## config.mk

```make
export PLATFORM = sky130hd
export DESIGN_NAME = prc_cmd_handler
export DESIGN_NICKNAME = d
export VERILOG_FILES = /design/src/pkg/prc_pkg.sv /design/src/rtl/prc_cmd_handler.sv /design/src/rtl/prc_lb_buf.sv /design/src/rtl/prc_sync2.sv
export VERILOG_INCLUDE_DIRS = /design/src /design/src/pkg
export SDC_FILE = /design/constraint.sdc
export NUM_CORES = 2
export LEC_CHECK = 0
export BUFFER_PORTS_ARGS = -buffer_cell sky130_fd_sc_hd__buf_2
export CAP_MARGIN = 20
export CORE_MARGIN = 2
export CORE_UTILIZATION = 40
export CTS_BUF_LIST = sky130_fd_sc_hd__clkbuf_2
export DETAILED_ROUTE_END_ITERATION = 10
export HOLD_SLACK_MARGIN = 0.08
export SLEW_MARGIN = 20
export SYNTH_ARGS = -nofsm -noshare
export SYNTH_HDL_FRONTEND = slang
export SYNTH_SLANG_ARGS = --single-unit
```

## constraint.sdc

```tcl
create_clock -name core_clk -period 7.8 [get_ports core_clk]
set_input_delay 1.17 -clock core_clk [delete_from_list [all_inputs] [get_ports core_clk]]
set_output_delay 1.17 -clock core_clk [all_outputs]
set_load 0.01 [all_outputs]
```

## src/pkg/prc_map.svh

```systemverilog
`ifndef PRC_MAP_SVH
`define PRC_MAP_SVH

// command codes
`define PRC_CMD_BATCH_RD  8'h01
`define PRC_CMD_BATCH_WR  8'h03
`define PRC_CMD_RAND_WR   8'h05
`define PRC_CMD_RUN       8'h13
`define PRC_CMD_STOP      8'h14
`define PRC_CMD_MODEL     8'h15
`define PRC_CMD_LOOP      8'h16

// end codes carried in the response header
`define PRC_END_OK        8'h00
`define PRC_ERR_ODD_C32   8'h57

// loopback payload limit in bytes
`define PRC_LB_MAX        8'hFE

// response header layout: command in the high byte, end code in the low byte
`define PRC_HDR_CMD_MSB   15
`define PRC_HDR_CMD_LSB   8
`define PRC_HDR_END_MSB   7
`define PRC_HDR_END_LSB   0

// reset values
`define PRC_IDX_RST       9'h000
`define PRC_WORD_RST      16'h0000
`define PRC_SYNC_RST      1'b0

`endif

```

## src/pkg/prc_pkg.sv

```systemverilog
package prc_pkg;

   // codes listed as one gray sequence through write, header, read and loopback states
   typedef enum logic [2:0] {
      ST_IDLE  = 3'b000,
      ST_DIN   = 3'b001,
      ST_MEMWR = 3'b011,
      ST_HDR   = 3'b010,
      ST_MEMRD = 3'b110,
      ST_SEND  = 3'b111,
      ST_LBRX  = 3'b101,
      ST_LBTX  = 3'b100
   } prc_state_e;

   typedef struct packed {
      logic [7:0]  code;
      logic        c32;
      logic [15:0] head;
      logic [7:0]  points;
   } prc_cmd_s;

   typedef struct packed {
      logic [15:0] addr;
      logic [15:0] data;
   } prc_din_s;

   typedef struct packed {
      logic        req;
      logic        we;
      logic [15:0] addr;
      logic [15:0] wdata;
   } prc_mem_s;

   typedef struct packed {
      logic [15:0] data;
      logic        last;
   } prc_rsp_s;

endpackage

```

## src/rtl/prc_cmd_handler.sv

```systemverilog
`timescale 1ns/1ns
`include "prc_map.svh"

// Function
// [RL1] code 01 reads consecutive words from the head device back to requester
// [RL2] requester doubles point count for 32-bit counter batch reads
// [RL3] odd point count on 32-bit counter batch read: skip read, error 57H
// [RL4] code 03 writes supplied words into consecutive devices from head device
// [RL5] requester doubles point count for 32-bit counter batch writes
// [RL6] odd point count on 32-bit counter batch write: skip write, error 57H
// [RL7] code 05 writes each addressed word; refused for 32-bit counters
// [RL8] command 13H forces controller running regardless of local switch
// [RL9] command 14H forces controller stopped regardless of local switch
// [RL10] run and stop requests from all sources apply in execution order
// [RL11] power cycle clears remote forcing; local switch governs again
// [RL12] command 15H returns the controller model code
// [RL13] requester identifies the model only from the model code
// [RL14] command 16H echoes received loopback data unchanged
// [RL15] binary loopback payload at most 254 bytes of any value
// [RL16] ascii loopback payload at most 254 hex digit characters
// [RL17] requester sends loopback head part first, echo keeps order
// [RL18] requester uses head numbers multiple of 16 for bit devices
// [RL19] requester never mixes 16-bit and 32-bit counters in one request
// [RL20] every accepted request gets a response with end or error code
module prc_cmd_handler import prc_pkg::*; #(
   parameter logic [7:0] MODEL_CODE  = 8'hA5,  // arbitrary value
   parameter logic [7:0] ERR_BAD_CMD = 8'h50,
   parameter logic [7:0] ERR_BAD_LEN = 8'h51
) (
   input  wire logic     core_clk,
   input  wire logic     rst_b,
   input  wire logic     ce,
   input  wire prc_cmd_s cmd,
   input  wire logic     cmd_valid,
   output logic          cmd_ready,
   input  wire prc_din_s din,
   input  wire logic     din_valid,
   output logic          din_ready,
   output prc_mem_s      mem,
   input  wire logic     mem_ack,
   input  wire logic [15:0] mem_rdata,
   output prc_rsp_s      rsp,
   output logic          rsp_valid,
   input  wire logic     rsp_ready,
   input  wire logic     run_switch_pin,
   input  wire logic     pwr_ok_pin,
   input  wire logic     link_run,
   input  wire logic     link_stop,
   output logic          plc_run,
   output logic          remote_forced
);

   typedef struct packed {
      prc_state_e  state;
      logic [7:0]  code;
      logic        c32;
      logic [7:0]  err;
      logic [15:0] head;
      logic [8:0]  idx;
      logic [8:0]  total;
      logic        rsp_valid;
      prc_rsp_s    rsp;
      prc_mem_s    mem;
      logic        force_on;
      logic        force_run;
      logic        run;
   } prc_st_s;

   localparam prc_st_s ST_RST = '{
      state:     ST_IDLE,
      code:      8'h00,
      c32:       1'b0,
      err:       `PRC_END_OK,
      head:      `PRC_WORD_RST,
      idx:       `PRC_IDX_RST,
      total:     `PRC_IDX_RST,
      rsp_valid: 1'b0,
      rsp:       '0,
      mem:       '0,
      force_on:  1'b0,
      force_run: 1'b0,
      run:       1'b0
   };

   prc_st_s    r;
   prc_st_s    n;
   logic [1:0] pin_s;
   logic       switch_s;
   logic       pwr_ok_s;
   logic [8:0] idx_inc;
   logic [8:0] idx_inc2;
   logic       lb_we;
   logic [7:0] lb_waddr;
   logic [7:0] lb_wdata;
   logic [7:0] lb_raddr;
   logic [7:0] lb_rdata;

   prc_sync2 #(
      .W (2)
   ) u_sync (
      .core_clk (core_clk),
      .rst_b    (rst_b),
      .ce       (ce),
      .d_in     ({run_switch_pin, pwr_ok_pin}),
      .q_out    (pin_s)
   );

   assign switch_s = pin_s[1];
   assign pwr_ok_s = pin_s[0];

   prc_lb_buf #(
      .DW (8),
      .AW (8)
   ) u_lb_buf (
      .core_clk (core_clk),
      .ce       (ce),
      .we       (lb_we),
      .waddr    (lb_waddr),
      .wdata    (lb_wdata),
      .raddr    (lb_raddr),
      .rdata    (lb_rdata)
   );

   // end code decided at acceptance so a refused access never touches memory
   function automatic logic [7:0] check_err(input prc_cmd_s c);
      logic [7:0] e;
      e = `PRC_END_OK;
      case (c.code)
         // [RL3] [RL6] odd counter count
         `PRC_CMD_BATCH_RD, `PRC_CMD_BATCH_WR: begin
            if (c.c32 && c.points[0]) begin
               e = `PRC_ERR_ODD_C32;
            end
         end
         // [RL7] no 32-bit counters
         `PRC_CMD_RAND_WR: begin
            if (c.c32) begin
               e = `PRC_ERR_ODD_C32;
            end
         end
         `PRC_CMD_RUN, `PRC_CMD_STOP, `PRC_CMD_MODEL: begin
            e = `PRC_END_OK;
         end
         `PRC_CMD_LOOP: begin
            if (c.points > `PRC_LB_MAX) begin
               e = ERR_BAD_LEN;
            end
         end
         default: begin
            e = ERR_BAD_CMD;
         end
      endcase
      return e;
   endfunction

   // whether data beats follow the header
   function automatic logic has_data(input prc_st_s s);
      logic d;
      d = 1'b0;
      if (s.err == `PRC_END_OK) begin
         case (s.code)
            `PRC_CMD_BATCH_RD, `PRC_CMD_LOOP: d = (s.total != `PRC_IDX_RST);
            `PRC_CMD_MODEL:                   d = 1'b1;
            default:                          d = 1'b0;
         endcase
      end
      return d;
   endfunction

   // [RL20] header beat carries end code
   function automatic prc_st_s enter_hdr(input prc_st_s s);
      prc_st_s t;
      t                                                = s;
      t.state                                          = ST_HDR;
      t.rsp_valid                                      = 1'b1;
      t.rsp.data[`PRC_HDR_CMD_MSB:`PRC_HDR_CMD_LSB]    = s.code;
      t.rsp.data[`PRC_HDR_END_MSB:`PRC_HDR_END_LSB]    = s.err;
      t.rsp.last                                       = !has_data(s);
      return t;
   endfunction

   assign idx_inc  = r.idx + 9'h001;
   assign idx_inc2 = r.idx + 9'h002;

   always_comb begin
      n        = r;
      lb_we    = 1'b0;
      lb_waddr = r.idx[7:0];
      lb_wdata = din.data[7:0];
      lb_raddr = (r.state == ST_HDR) ? 8'h00 : idx_inc[7:0];

      // [RL10] link requests first
      if (link_run) begin
         n.force_on  = 1'b1;
         n.force_run = 1'b1;
      end else if (link_stop) begin
         n.force_on  = 1'b1;
         n.force_run = 1'b0;
      end

      case (r.state)
         ST_IDLE: begin
            if (cmd_valid) begin
               n.code  = cmd.code;
               n.c32   = cmd.c32;
               n.head  = cmd.head;
               n.idx   = `PRC_IDX_RST;
               n.total = {1'b0, cmd.points};
               n.err   = check_err(cmd);
               // [RL8] [RL9] own command executes after link request
               if (cmd.code == `PRC_CMD_RUN) begin
                  n.force_on  = 1'b1;
                  n.force_run = 1'b1;
               end else if (cmd.code == `PRC_CMD_STOP) begin
                  n.force_on  = 1'b1;
                  n.force_run = 1'b0;
               end
               if (n.err == `PRC_END_OK && n.total != `PRC_IDX_RST &&
                   (cmd.code == `PRC_CMD_BATCH_WR || cmd.code == `PRC_CMD_RAND_WR)) begin
                  n.state = ST_DIN;
               end else if (n.err == `PRC_END_OK && n.total != `PRC_IDX_RST &&
                            cmd.code == `PRC_CMD_LOOP) begin
                  n.state = ST_LBRX;
               end else begin
                  n = enter_hdr(n);
               end
            end
         end
         ST_DIN: begin
            if (din_valid) begin
               n.mem.req   = 1'b1;
               n.mem.we    = 1'b1;
               // [RL7] each entry carries its own address
               // [RL4] consecutive from head
               n.mem.addr  = (r.code == `PRC_CMD_RAND_WR) ? din.addr : r.head + {7'h00, r.idx};
               n.mem.wdata = din.data;
               n.state     = ST_MEMWR;
            end
         end
         ST_MEMWR: begin
            if (mem_ack) begin
               n.mem.req = 1'b0;
               n.mem.we  = 1'b0;
               n.idx     = idx_inc;
               if (idx_inc == r.total) begin
                  n = enter_hdr(n);
               end else begin
                  n.state = ST_DIN;
               end
            end
         end
         ST_HDR: begin
            if (rsp_ready) begin
               n.rsp_valid = 1'b0;
               if (r.rsp.last) begin
                  n.state = ST_IDLE;
               end else begin
                  case (r.code)
                     // [RL1] first read from head device
                     `PRC_CMD_BATCH_RD: begin
                        n.mem.req  = 1'b1;
                        n.mem.we   = 1'b0;
                        n.mem.addr = r.head + {7'h00, r.idx};
                        n.state    = ST_MEMRD;
                     end
                     // [RL12] model code beat
                     `PRC_CMD_MODEL: begin
                        n.rsp_valid = 1'b1;
                        n.rsp.data  = {8'h00, MODEL_CODE};
                        n.rsp.last  = 1'b1;
                        n.state     = ST_SEND;
                     end
                     `PRC_CMD_LOOP: begin
                        n.rsp_valid = 1'b1;
                        n.rsp.data  = {8'h00, lb_rdata};
                        n.rsp.last  = (r.total == 9'h001);
                        n.state     = ST_LBTX;
                     end
                     default: begin
                        n.state = ST_IDLE;
                     end
                  endcase
               end
            end
         end
         ST_MEMRD: begin
            if (mem_ack) begin
               n.mem.req   = 1'b0;
               n.rsp_valid = 1'b1;
               n.rsp.data  = mem_rdata;
               n.rsp.last  = (idx_inc == r.total);
               n.state     = ST_SEND;
            end
         end
         ST_SEND: begin
            if (rsp_ready) begin
               n.rsp_valid = 1'b0;
               if (r.rsp.last) begin
                  n.state = ST_IDLE;
               end else begin
                  // [RL1] next consecutive word
                  n.idx      = idx_inc;
                  n.mem.req  = 1'b1;
                  n.mem.addr = r.head + {7'h00, idx_inc};
                  n.state    = ST_MEMRD;
               end
            end
         end
         ST_LBRX: begin
            if (din_valid) begin
               // [RL14] store bytes in arrival order
               lb_we = 1'b1;
               n.idx = idx_inc;
               if (idx_inc == r.total) begin
                  n.idx = `PRC_IDX_RST;
                  n     = enter_hdr(n);
               end
            end
         end
         ST_LBTX: begin
            if (rsp_ready) begin
               if (r.rsp.last) begin
                  n.rsp_valid = 1'b0;
                  n.state     = ST_IDLE;
               end else begin
                  // [RL14] echo unchanged, same order
                  n.idx      = idx_inc;
                  n.rsp.data = {8'h00, lb_rdata};
                  n.rsp.last = (idx_inc2 == r.total);
               end
            end
         end
         default: begin
            n = ST_RST;
         end
      endcase

      // [RL11] power loss drops forcing
      if (!pwr_ok_s) begin
         n.force_on  = 1'b0;
         n.force_run = 1'b0;
      end
      // [RL8] [RL9] forcing overrides switch
      n.run = n.force_on ? n.force_run : switch_s;
   end

   always_ff @(posedge core_clk) begin
      if (!rst_b) begin
         r <= ST_RST;
      end else if (ce) begin
         r <= n;
      end
   end

   assign cmd_ready     = (r.state == ST_IDLE);
   assign din_ready     = (r.state == ST_DIN) || (r.state == ST_LBRX);
   assign mem           = r.mem;
   assign rsp           = r.rsp;
   assign rsp_valid     = r.rsp_valid;
   assign plc_run       = r.run;
   assign remote_forced = r.force_on;

endmodule

```

## src/rtl/prc_lb_buf.sv

```systemverilog
`timescale 1ns/1ns

module prc_lb_buf import prc_pkg::*; #(
   parameter int DW = 8,
   parameter int AW = 8
) (
   input  wire logic          core_clk,
   input  wire logic          ce,
   input  wire logic          we,
   input  wire logic [AW-1:0] waddr,
   input  wire logic [DW-1:0] wdata,
   input  wire logic [AW-1:0] raddr,
   output logic      [DW-1:0] rdata
);

   // payload store; contents need no reset, length is tracked outside
   logic [DW-1:0] mem [0:(1<<AW)-1];

   always_ff @(posedge core_clk) begin
      if (ce && we) begin
         mem[waddr] <= wdata;
      end
   end

   // asynchronous read lets the sender preload the next byte in one cycle
   assign rdata = mem[raddr];

endmodule

```

## src/rtl/prc_sync2.sv

```systemverilog
`timescale 1ns/1ns
`include "prc_map.svh"

module prc_sync2 import prc_pkg::*; #(
   parameter int W = 2
) (
   input  wire logic         core_clk,
   input  wire logic         rst_b,
   input  wire logic         ce,
   input  wire logic [W-1:0] d_in,
   output logic      [W-1:0] q_out
);

   typedef struct packed {
      logic [W-1:0] s1;
      logic [W-1:0] s2;
   } prc_sync_s;

   prc_sync_s r;
   prc_sync_s n;

   // first stage feeds only the second
   always_comb begin
      n    = r;
      n.s1 = d_in;
      n.s2 = r.s1;
   end

   always_ff @(posedge core_clk) begin
      if (!rst_b) begin
         r <= {(2*W){`PRC_SYNC_RST}};
      end else if (ce) begin
         r <= n;
      end
   end

   assign q_out = r.s2;

endmodule
```

==> summary.txt <==
Floorplanning
  • Initial Utilization: 40.2%
  • Core area: 222000 um^2
  • Row Count: 173
  • DIE WIDTH: 476 um
  • Die area: 227000 um^2
  • Num ports: 148
  • DIE HEIGHT: 476 um

Timing
  • Fin crit period: 6.45 ns
  • TNS Setup: 0 ns
  • Final Max Slew Viols: 0
  • Final hold vios: 0
  • Unrepaired setup endpoints after global routing: false
  • Worst rel slew slack: 9.48%
  • Hold slack: 0.347 ns
  • Highest Clock Rate: 0.155 GHz
  • Layout Skew: 0.203 ns
  • Endpoints failing setup: 0
  • Slew @ Worst Pin: 1.36 ns
  • Tcrit/Tclk final: 82.7%

Hold path
  • Hold crit path type: in2reg

Power
  • Pwr Total: 22.1 mW
  • Peak supply drop: 0.148 mV
  • LEAKAGE: 32.4 nW
  • P per Cell Area: 221 nW/um^2

Routing
  • Final ANT Viol Nets: 0
  • Routed wire length: 322000 um
  • DRC errors left: 0
  • Vias per cell: 6.17
  • DR pass1 iterations: 9
  • Routed length per placed instance: 31.9 um
  • DR iter-0 viols: 9575
  • Vias: 62200

Critical path
  • Critical path endpoint category: flip-flop
  • Largest fanout on the critical path: 37
  • CP required: 9.59 ns
  • Worst endpoint data arrival time: 8.24 ns
  • Critical path class: reg2reg
  • Worst R2R Setup Slack: 1.35 ns
  • Startpoint Class: flip-flop

Cells and area
  • Most frequent cells in the layout: edfxtp_1 (2048), clkbuf_2 (788), nand2_1 (669)
  • Syn-to-layout area delta: 12.0%
  • Most common cell after layout, fill and taps aside: edfxtp_1
  • Share of post-route cells with drive strength above 1: 18.6%
  • Layout Nets: 6868

Clocking
  • Count of clock tree sinks: 2154
  • Clk_lat worst skew: 1.98 ns
  • TritonCTS clock tree: built
  • CTS clock-pin slew for the worst setup and hold paths: 0.11 ns
  • H-tree Lvls: 6
  • TritonCTS buffer count: 560
  • Deepest clock path buffer count: 4
  • CTS root buf: clkbuf_2
  • Post-CTS Setup Inserts: 0

Synthesis
  • Largest family of logic cells by synthesized area: compound AO/OA/AOI/OAI gates
  • Fraction of registers with async set/reset: 0%
  • Simple-gate portion of the synthesized area: 7.65%
  • Warnings from Yosys: 0
  • Area contributors post-synth: edfxtp_1 (69%), mux2i_1 (4.0%), nand2_1 (2.8%), dfxtp_1 (2.4%), mux4_2 (1.6%)
  • Post-synthesis xor/xnor area fraction: 0.393%
  • Post-synthesis compound-gate area fraction: 10.7%
  • Adder-Cell Fraction of Synth Area: 0.368%
  • Net Count, Synth: 6207
  • Post-synth EDFFs: 2048
  • Sequential area share after synthesis: 71.4%
  • Avg Cell Area, Syn: 14.6 um^2
  • Cell variety after synth: 108
  • Multiplexer share of the synthesized area: 6.14%
  • Mapped Cells: 6090
  • Yosys top cell by area: edfxtp_1
  • Yosys reg bits: 2154
  • Synth top area share: 69.0%
  • Ys flop type: edfxtp_1
  • Post-Syn Area: 89100 um^2

Global route
  • Largest net degree at the start of global routing: 195
  • GR Overflow Total: 0
  • Initial antenna violation count: 23
  • Vias in the first global route: 59400
  • Global Route Usage Sum: 27.7%
  • First-pass GRT wire length: 446000 um

Placed design
  • Routability cong.: 0.940
  • DP Wirelength: 188000 um
  • Buffers on Ports: 147

Flow run
  • Max-cap violations: 0

Status
  • Outcome: completed
[metal layers]
layer,GRT usage [%],vias to the layer above,part of all wire (%)
met5,0,-,0.015
met3,8.39,959,13
met1,36.8,31000,38
met4,14.1,8,5.6
li1,-,25400,-
met2,41.1,4813,44
[through the flow]
stage	cells	instance area (um^2)	utilization [%]	worst slack, ns
4_1_cts	10100	99800	45.0	1.61
3_3_place_gp	8889	92500	41.7	0.979
5_1_grt	10100	99800	45.0	1.39
3_5_place_dp	8889	92500	41.7	1.65
2_1_floorplan	6090	89100	-	3.62
6_report	10100	99800	45.0	1.35
[repair_timing]
| item | in CTS | in global routing |
|---|---|---|
| hold endpoints to repair | 853 | 0 |
| resized for setup | 0 | 0 |
| endpoints found under the setup margin | 0 | 0 |
| hold buffers | 275 | 0 |
[report_power, final]
group | leakage, nW | switching [mW] | internal (mW)
Sequential | 19.3 | 0.0593 | 12.7
Combinational | 9.52 | 1.31 | 0.536
Clock | 3.59 | 4.64 | 2.87
Total | 32.4 | 6.01 | 16.1
[cells by family after synthesis]
logic type	after synthesis
buffers and inverters	518
AND/OR/NAND/NOR	1520
XOR/XNOR	37
multiplexers	461
AO/OA/AOI/OAI	1375
flip-flops	2154
adder cells (fa/ha/maj)	25
[area by class of cell]
| type | instances | area (um^2) |
|---|---|---|
| clock inverter | 116 | 612 |
| multi-input combinational | 3418 | 22700 |
| antenna | 19 | 47.5 |
| timing repair buffer | 588 | 5060 |
| clock buffer | 788 | 3940 |
| tap | 2975 | 3720 |
| inverter | 29 | 124 |
| sequential | 2154 | 63600 |
| fill | 19800 | 122000 |
[registers in the layout, indices dropped and copies added (netlist names)]
register       cells
lb_waddr           8
mem               34
plc_run            1
r                 40
remote_forced      1
rsp               17
rsp_valid          1
u_lb_buf.mem    2048
u_sync.n           2
u_sync.q_out       2
[final timing paths]
path                     from  cells past startpoint      to
setup / recovery  lb_waddr[0]                     10  rsp[8]
setup reg to reg  lb_waddr[0]                     10  rsp[8]
hold / removal      cmd_valid                      6   r[89]
hold reg to reg        mem[4]                      2  mem[4]
[critical path, cell delays in order (launching register included)]
cell       delay (ns)
dfxtp_4          0.74
ha_1             0.58
nand3_4          0.76
or3_1            0.71
a21oi_4          0.69
nand2_1          0.80
a2111oi_1        1.10
a31oi_1          0.06
o21ai_0          0.41
nor4_1           0.14
or3_1            0.33
[cell usage after synthesis, types with 21 or more instances]
cell type	count
inv_1	24
and2_1	33
o221ai_1	48
nor3_1	54
a211oi_1	116
nand2_1	670
nand4_1	25
nand3_1	131
a21oi_1	273
xnor2_1	22
a22oi_1	59
o22ai_1	95
o21ai_0	205
buf_4	128
ha_1	23
mux2_2	45
a31oi_1	106
a221oi_1	125
dfxtp_1	106
buf_6	36
clkbuf_1	124
a211o_1	21
a221o_1	27
nor2_1	384
mux2i_1	352
nor4_1	22
mux4_2	64
or3_1	23
buf_2	186
o211ai_1	45
and3_1	58
edfxtp_1	2048
a2111oi_0	25
nor2b_1	49
No activity file was read; power rests on OpenSTA's default activity.
